**src/rtl/apd_regs.svh**
```systemverilog
// timing constants for the page mode dram controller
`ifndef APD_REGS_SVH
`define APD_REGS_SVH
`define APD_CLK_NS 25
`define APD_RAC_NS 60
`define APD_RAS_MIN_NS 60
`define APD_RP_NS 40
`define APD_RCD_NS 20
`define APD_CAS_NS 20
`define APD_CP_NS 10
`define APD_CPN_NS 10
`define APD_CSR_NS 10
`define APD_CHR_NS 10
`define APD_RWD_NS 60
`define APD_CWD_NS 15
`define APD_WP_NS 10
`define APD_RWL_NS 20
`define APD_DH_NS 15
`define APD_WAKE_US 100
`define APD_WAKE_CYCLES 8
`define APD_ROWS 512
`define APD_REF_MS 8
`define APD_WAKE_CLKS 4000
`define APD_REF_INTERVAL 625
`define APD_CYC(ns) (((ns) + `APD_CLK_NS - 1) / `APD_CLK_NS)
`endif

```
**src/rtl/apd_pkg.sv**
```systemverilog
// types for the page mode dram controller
package apd_pkg;
  typedef struct packed {
    logic ras_n;
    logic cas_n;
    logic we_n;
    logic [9:0] multiplexed_address;
    logic din;
  } apd_pins_type;
  typedef struct packed {
    logic write;
    logic page;
    logic [19:0] addr;
    logic wdata;
  } apd_req_type;
  typedef enum logic [3:0] {
    APD_WAKE_WAIT = 4'h0,
    APD_IDLE = 4'h1,
    APD_ROW = 4'h2,
    APD_COL = 4'h3,
    APD_CAS_LOW = 4'h4,
    APD_PAGE = 4'h5,
    APD_PRE = 4'h6,
    APD_CBR_SETUP = 4'h7,
    APD_CBR_RAS = 4'h8,
    APD_CBR_END = 4'h9
  } apd_state_type;
endpackage

```
**src/rtl/apd_ctrl.sv**
```systemverilog
// host-side controller for a 1M x 1 asynchronous page mode dram
`timescale 1ns/1ps
`include "apd_regs.svh"

// What this block does
// - row then column halves on ten lines
// - page mode keeps row strobe low
// - no extended variant; REF_PERIOD_MS is not used
// - all 512 rows refreshed within 8ms
// - column strobe leads row strobe by two cycles, 50ns
// - refresh is column-before-row only, no row-only
// - wait 100us then nine row cycles; ready after the eighth
// - column high for precharge clears output
// - meet a read hold time
// - write pulse and lead times met
// - data held from later falling edge
// - refresh only starts from idle or wake wait, never hidden
module apd_ctrl #(
  parameter int REF_PERIOD_MS = `APD_REF_MS,
  parameter int WAKE_CYCLES = `APD_WAKE_CLKS,
  parameter int REF_INTERVAL = `APD_REF_INTERVAL
) (
  // clock and reset
  input wire logic clk,
  input wire logic srst,
  // user request
  input wire logic req_valid,
  output logic req_ready,
  input wire apd_pkg::apd_req_type req,
  output logic rd_valid,
  output logic rd_data,
  output logic ready_for_use,
  // dram pins
  output apd_pkg::apd_pins_type pins,
  input wire logic dout,
  input wire logic dout_oe
);
  import apd_pkg::*;

  // ----------------------------------------
  // timing counts
  // ----------------------------------------
  localparam logic [7:0] C_RAS = 8'(`APD_CYC(`APD_RAS_MIN_NS));
  localparam logic [7:0] C_RP = 8'(`APD_CYC(`APD_RP_NS));
  localparam logic [7:0] C_RCD = 8'(`APD_CYC(`APD_RCD_NS));
  localparam logic [7:0] C_CAS = 8'(`APD_CYC(`APD_RWD_NS));
  localparam logic [7:0] C_CP = 8'(`APD_CYC(`APD_CPN_NS));
  localparam logic [7:0] C_CSR = 8'(`APD_CYC(`APD_CSR_NS));
  localparam logic [7:0] C_CHR = 8'(`APD_CYC(`APD_CHR_NS) + 1);
  // REF_INTERVAL*512 cycles at 25ns is 8ms; WAKE_CYCLES is 100us

  apd_state_type state_q;
  logic [7:0] tmr_q;
  logic [15:0] wake_q;
  logic [3:0] wake_rows_q;
  logic [15:0] ref_tmr_q;
  logic ref_pend_q;
  logic [9:0] row_q;
  logic [9:0] col_q;
  logic oe_s1_q, oe_s2_q;
  logic write_q, wdata_q;
  logic ras_n_q, cas_n_q, we_n_q, din_q;
  logic [9:0] addr_q;
  logic dout_s1_q, dout_s2_q;
  logic rd_valid_q, rd_data_q;
  logic awake_q;

  function automatic logic tmr_done(input logic [7:0] t);
    tmr_done = (t == 8'h00);
  endfunction

  // page take only once column precharge has run out
  assign req_ready = (state_q == APD_IDLE) && awake_q && !ref_pend_q ||
                     (state_q == APD_PAGE) && tmr_done(tmr_q) && req.page &&
                     (req.addr[19:10] == row_q) && !ref_pend_q;
  assign pins = '{ras_n: ras_n_q, cas_n: cas_n_q, we_n: we_n_q,
                  multiplexed_address: addr_q, din: din_q};
  assign rd_valid = rd_valid_q;
  assign rd_data = rd_data_q;
  assign ready_for_use = awake_q;

  // ----------------------------------------
  // input synchroniser
  // ----------------------------------------
  always_ff @(posedge clk) begin
    if (srst) begin
      dout_s1_q <= 1'b0;
      dout_s2_q <= 1'b0;
      oe_s1_q <= 1'b0;
      oe_s2_q <= 1'b0;
    end else begin
      dout_s1_q <= dout;
      dout_s2_q <= dout_s1_q;
      oe_s1_q <= dout_oe;
      oe_s2_q <= oe_s1_q;
    end
  end

  // ----------------------------------------
  // refresh scheduler
  // ----------------------------------------
  // distributed refresh: one column-first cycle per interval covers every row in time
  always_ff @(posedge clk) begin
    if (srst) begin
      ref_tmr_q <= 16'h0000;
      ref_pend_q <= 1'b0;
    end else begin
      if (ref_tmr_q == 16'(REF_INTERVAL - 1)) begin
        ref_tmr_q <= 16'h0000;
        ref_pend_q <= 1'b1;
      end else begin
        ref_tmr_q <= ref_tmr_q + 16'h0001;
        if (state_q == APD_CBR_END && tmr_done(tmr_q)) begin
          ref_pend_q <= 1'b0;
        end
      end
    end
  end

  // ----------------------------------------
  // main sequencer
  // ----------------------------------------
  always_ff @(posedge clk) begin
    if (srst) begin
      state_q <= APD_WAKE_WAIT;
      tmr_q <= 8'h00;
      wake_q <= 16'h0000;
      wake_rows_q <= 4'h0;
      awake_q <= 1'b0;
      ras_n_q <= 1'b1;
      cas_n_q <= 1'b1;
      we_n_q <= 1'b1;
      din_q <= 1'b0;
      addr_q <= 10'h000;
      row_q <= 10'h000;
      col_q <= 10'h000;
      write_q <= 1'b0;
      wdata_q <= 1'b0;
      rd_valid_q <= 1'b0;
      rd_data_q <= 1'b0;
    end else begin
      rd_valid_q <= 1'b0;
      if (!tmr_done(tmr_q)) begin
        tmr_q <= tmr_q - 8'h01;
      end
      case (state_q)
        APD_WAKE_WAIT: begin
          if (wake_q != 16'(WAKE_CYCLES - 1)) begin
            wake_q <= wake_q + 16'h0001;
          end else if (tmr_done(tmr_q)) begin
            state_q <= APD_CBR_SETUP;
            cas_n_q <= 1'b0;
            tmr_q <= C_CSR;
          end
        end
        APD_IDLE: begin
          if (ref_pend_q) begin
            cas_n_q <= 1'b0;
            tmr_q <= C_CSR;
            state_q <= APD_CBR_SETUP;
          end else if (req_valid && req_ready) begin
            row_q <= req.addr[19:10];
            col_q <= req.addr[9:0];
            addr_q <= req.addr[19:10];
            write_q <= req.write;
            wdata_q <= req.wdata;
            ras_n_q <= 1'b0;
            tmr_q <= C_RCD;
            state_q <= APD_ROW;
          end
        end
        APD_ROW, APD_COL: begin
          if (state_q == APD_ROW && tmr_done(tmr_q)) begin
            addr_q <= col_q;
            state_q <= APD_COL;
          end else if (state_q == APD_COL) begin
            cas_n_q <= 1'b0;
            we_n_q <= !write_q;
            din_q <= wdata_q;
            tmr_q <= C_CAS;
            state_q <= APD_CAS_LOW;
          end
        end
        APD_CAS_LOW: begin
          if (tmr_done(tmr_q)) begin
            if (!write_q) begin
              rd_valid_q <= 1'b1;
              rd_data_q <= dout_s2_q & oe_s2_q;
            end
            cas_n_q <= 1'b1;
            we_n_q <= 1'b1;
            tmr_q <= C_CP;
            state_q <= APD_PAGE;
          end
        end
        APD_PAGE: begin
          if (tmr_done(tmr_q)) begin
            if (req_valid && req_ready) begin
              addr_q <= req.addr[9:0];
              write_q <= req.write;
              wdata_q <= req.wdata;
              state_q <= APD_COL;
            end else begin
              ras_n_q <= 1'b1;
              tmr_q <= C_RP;
              state_q <= APD_PRE;
            end
          end
        end
        APD_PRE: begin
          if (tmr_done(tmr_q)) begin
            state_q <= APD_IDLE;
          end
        end
        APD_CBR_SETUP: begin
          if (tmr_done(tmr_q)) begin
            ras_n_q <= 1'b0;
            tmr_q <= C_CHR;
            state_q <= APD_CBR_RAS;
          end
        end
        APD_CBR_RAS: begin
          if (tmr_done(tmr_q)) begin
            cas_n_q <= 1'b1;
            tmr_q <= C_RAS - C_CHR;
            state_q <= APD_CBR_END;
          end
        end
        APD_CBR_END: begin
          if (tmr_done(tmr_q)) begin
            ras_n_q <= 1'b1;
            tmr_q <= C_RP;
            if (!awake_q) begin
              wake_rows_q <= wake_rows_q + 4'h1;
              if (wake_rows_q == 4'(`APD_WAKE_CYCLES - 1)) begin
                awake_q <= 1'b1;
              end
            end
            state_q <= awake_q ? APD_PRE : APD_WAKE_WAIT;
          end
        end
        default: begin
          state_q <= APD_IDLE;
        end
      endcase
    end
  end
endmodule

```
**config.mk**
```make
export PLATFORM = sky130hd
export DESIGN_NAME = apd_ctrl
export DESIGN_NICKNAME = d
export VERILOG_FILES = /design/src/rtl/apd_pkg.sv /design/src/rtl/apd_ctrl.sv
export VERILOG_INCLUDE_DIRS = /design/src /design/src/rtl
export SDC_FILE = /design/constraint.sdc
export NUM_CORES = 1
export LEC_CHECK = 0
export CAP_MARGIN = 30
export CORE_MARGIN = 10
export CORE_UTILIZATION = 48
export CTS_CLUSTER_DIAMETER = 100
export CTS_CLUSTER_SIZE = 14
export DETAILED_ROUTE_END_ITERATION = 16
export DONT_BUFFER_PORTS = 1
export PLACE_DENSITY = 0.68
export SLEW_MARGIN = 20
export SYNTH_ARGS = -nofsm -noshare
export SYNTH_HDL_FRONTEND = slang
export SYNTH_SLANG_ARGS = --single-unit
```
**constraint.sdc**
```tcl
create_clock -name clk -period 3.7 [get_ports clk]
set_input_delay 0.37 -clock clk [delete_from_list [all_inputs] [get_ports clk]]
set_output_delay 0.37 -clock clk [all_outputs]
set_load 0.1 [all_outputs]
```
==> flow_summary.json <==
{
  "max-slew-margin-rel_pct": 32.6,
  "routabilityCongestion": 0.986,
  "timing.critical_path.mode_cell": "nand2_1",
  "diodes": 0,
  "power_density_mw_per_mm2": 624,
  "ys_types": 62,
  "finalCritPeriodShare_pct": 75.2,
  "slowest_delay_ns": 0.53,
  "period_minus_slack_ns": 2.78,
  "holdBufCountCts": 0,
  "antenna_found_initial": 0,
  "critPathCaptureType": "flop",
  "ioPinCount": 46,
  "clock_path_buffers": 2,
  "cts-root-buf": "clkbuf_8",
  "p_total_mw": 2.95,
  "setup_violations": 0,
  "intPower_mw": 1.79,
  "cts_resized": 0,
  "die_x_um": 116,
  "dp_slack_ns": 1.00,
  "insertion_delay_ns": 0.35,
  "start_util_pct": 49.9,
  "path_buf_inv": 1,
  "synth_area_leader_cell": "dfxtp_1",
  "whs_ns": 0.0768,
  "drive_gt1_share_pct": 7.59,
  "p_leak_nw": 1.69,
  "path_clk_slew_ns": 0.09,
  "grt_max_degree": 68,
  "crit_slowest_cell": "dfxtp_1",
  "drt_pass1_iterations": 5,
  "cts_tree": "built",
  "synth_area_mm2": 0.00440,
  "crit_chain": "or2_1 -> nor4_1 -> nand2_1 -> buf_4 -> nand2_1 -> a31oi_1 -> a211o_1",
  "hold_viol": 0,
  "grt_overflow_total": 0,
  "ys_ff_latch": 92,
  "die-area_mm2": 0.0134,
  "io_buffers": 0,
  "post_cts_buffers": 0,
  "pwr-share-comb_pct": 28.7,
  "holdCritPathClass": "in -> reg",
  "cts-buffers-inserted": 9,
  "core_mm2": 0.00881,
  "worst_clock_skew_ns": 0.0125,
  "worstPathMaxFanout": 22,
  "first_iter_violations": 318,
  "synth-async-reset-ratio_pct": 0,
  "final_nets": 559,
  "clock_power_share_pct": 25.2,
  "rsz0062_at_grt": "false",
  "tightestPinTransition_ns": 1.01,
  "final_common_cell": "dfxtp_1",
  "dp_hpwl_mm": 7.40,
  "syn-instance-count": 532,
  "switching_power_mw": 1.16,
  "grt_pass1_vias": 3465,
  "syn2layout_area_growth_pct": 7.63,
  "ys.flop_type": "dfxtp_1",
  "cts.sinks": 92,
  "grtUsageTotal_pct": 15.4,
  "die_h_um": 116,
  "final-max-slew-violation-count": 0,
  "grt_pass1_wl_mm": 17.0,
  "swShare_pct": 39.2,
  "yosysSeqAreaShare_pct": 41.9,
  "cp.arrival_ns": 3.03,
  "ir_worst_vdd_v": 0.000365,
  "status": "finished clean",
  "rows": 34,
  "cap_violations": 0,
  "syn-num-nets": 568,
  "cp-start-kind": "flop",
  "synth_top_area_share_pct": 41.9,
  "path_delay_family": "simple AND/OR/NAND/NOR gates",
  "worstSetupPathType": "reg -> reg",
  "vias": 3698,
  "ys_top_cells_by_area": "dfxtp_1 (42%), nand2_1 (7.2%), xor2_1 (6.4%), nor2_1 (5.6%), a21oi_1 (4.6%)",
  "fmax_ghz": 0.359,
  "htree_num_levels": 3,
  "layout_common_cells": "dfxtp_1 (92), nand2_1 (84), nor2_1 (66), a21oi_1 (40), xor2_1 (32)",
  "p_seq_share_pct": 46.1,
  "fillCellCount": 845,
  "synth_edf_count": 0,
  "drtAntennaViolNets": 0,
  "worstPathRequired_ns": 3.95,
  "avgSynthCellArea_um2": 8.26,
  "yosys_warnings": 0,
  "wl_mm": 10.3,
  "worst_slack_ns": 0.917,
  "wl_per_cell_um": 16.2,
  "setup-tns-final_ns": 0,
  "drc": 0,
  "avgViaCountPerCell": 5.82
}
[cells in the mapped netlist, drive strengths merged, types with 2 or more instances]
master / instances
a211oi: 5
a21o: 2
a21oi: 41
a22oi: 10
a311oi: 10
a31oi: 3
and2: 3
and3: 9
and4: 2
buf: 8
clkbuf: 22
dfxtp: 92
ha: 8
inv: 11
mux2i: 2
nand2: 84
nand2b: 2
nand3: 14
nand4: 11
nor2: 66
nor2b: 5
nor3: 8
nor3b: 2
nor4: 12
nor4b: 3
o21ai: 15
o21bai: 2
o221ai: 2
o311ai: 3
or2: 4
or3: 5
or3b: 2
xnor2: 13
xor2: 32
[metrics by stage]
stage | util (%) | std cells | area (um^2)
finish | 53.7 | 635 | 4730
global route | 53.7 | 635 | 4730
CTS | 53.7 | 635 | 4730
detailed placement | 51.2 | 620 | 4510
global placement | 50.8 | 618 | 4470
floorplan | - | 532 | 4400
[registers in the layout, indices dropped and copies added (netlist names)]
| register | count |
|---|---|
| addr_q | 10 |
| cas_n_q | 1 |
| col_q | 10 |
| din_q | 1 |
| dout_s1_q | 1 |
| dout_s2_q | 1 |
| oe_s1_q | 1 |
| oe_s2_q | 1 |
| ras_n_q | 1 |
| rd_data | 1 |
| rd_valid | 1 |
| ready_for_use | 1 |
| ref_pend_q | 1 |
| ref_tmr_q | 16 |
| row_q | 10 |
| state_q | 4 |
| tmr_q | 8 |
| wake_q | 16 |
| wake_rows_q | 4 |
| wdata_q | 1 |
| we_n_q | 1 |
| write_q | 1 |
[power by group through the flow]
stage / clock network (mW) / logic, mW / registers [mW]
after floorplan: 0 / 0.737 / 1.31
after global placement: 0 / 0.802 / 1.39
after detailed placement: 0 / 0.840 / 1.38
after CTS: 0.768 / 0.844 / 1.36
after global routing: 0.808 / 0.944 / 1.38
final: 0.743 / 0.847 / 1.36
[per-layer routing]
metal	track usage [%]	share of wire [%]
met3	4.55	6.9
met4	4.84	1.7
met1	19.3	46
met2	25.1	46
met5	0	0
[area by class of cell]
cell class                 count  area, um^2  share of cell area (%)
multi-input combinational    399        2400                    50.8
timing repair buffer          10        91.3                    1.93
inverter                      11        41.3                   0.873
sequential                    92        1840                    38.9
tap                          108         135                    2.86
clock inverter                 6        96.3                    2.04
clock buffer                   9         124                    2.62
[final timing paths]
check             depth (start not counted)  slack, ns                     from                endpoint
setup / recovery                          7       0.92  state_q[1]$_SDFFE_PP0P_     tmr_q[1]$_SDFF_PP0_
hold / removal                            1       0.08                     srst  wake_q[7]$_SDFFE_PP0P_
setup reg to reg                          7       0.92  state_q[1]$_SDFFE_PP0P_     tmr_q[1]$_SDFF_PP0_
hold reg to reg                           1       0.45       oe_s1_q$_SDFF_PP0_      oe_s2_q$_SDFF_PP0_
[kinds of logic (layout without fill, tap and decap cells)]
kind of cell	after synthesis	after routing	share of synthesized area [%]
AND/OR/NAND/NOR	236	236	26.2
AO/OA/AOI/OAI	108	108	16.3
flip-flops	92	92	41.9
XOR/XNOR	45	45	8.96
buffers and inverters	41	36	3.93
adder cells (fa/ha/maj)	8	8	2.28
multiplexers	2	2	0.455
(Power assumes the default switching activity.)
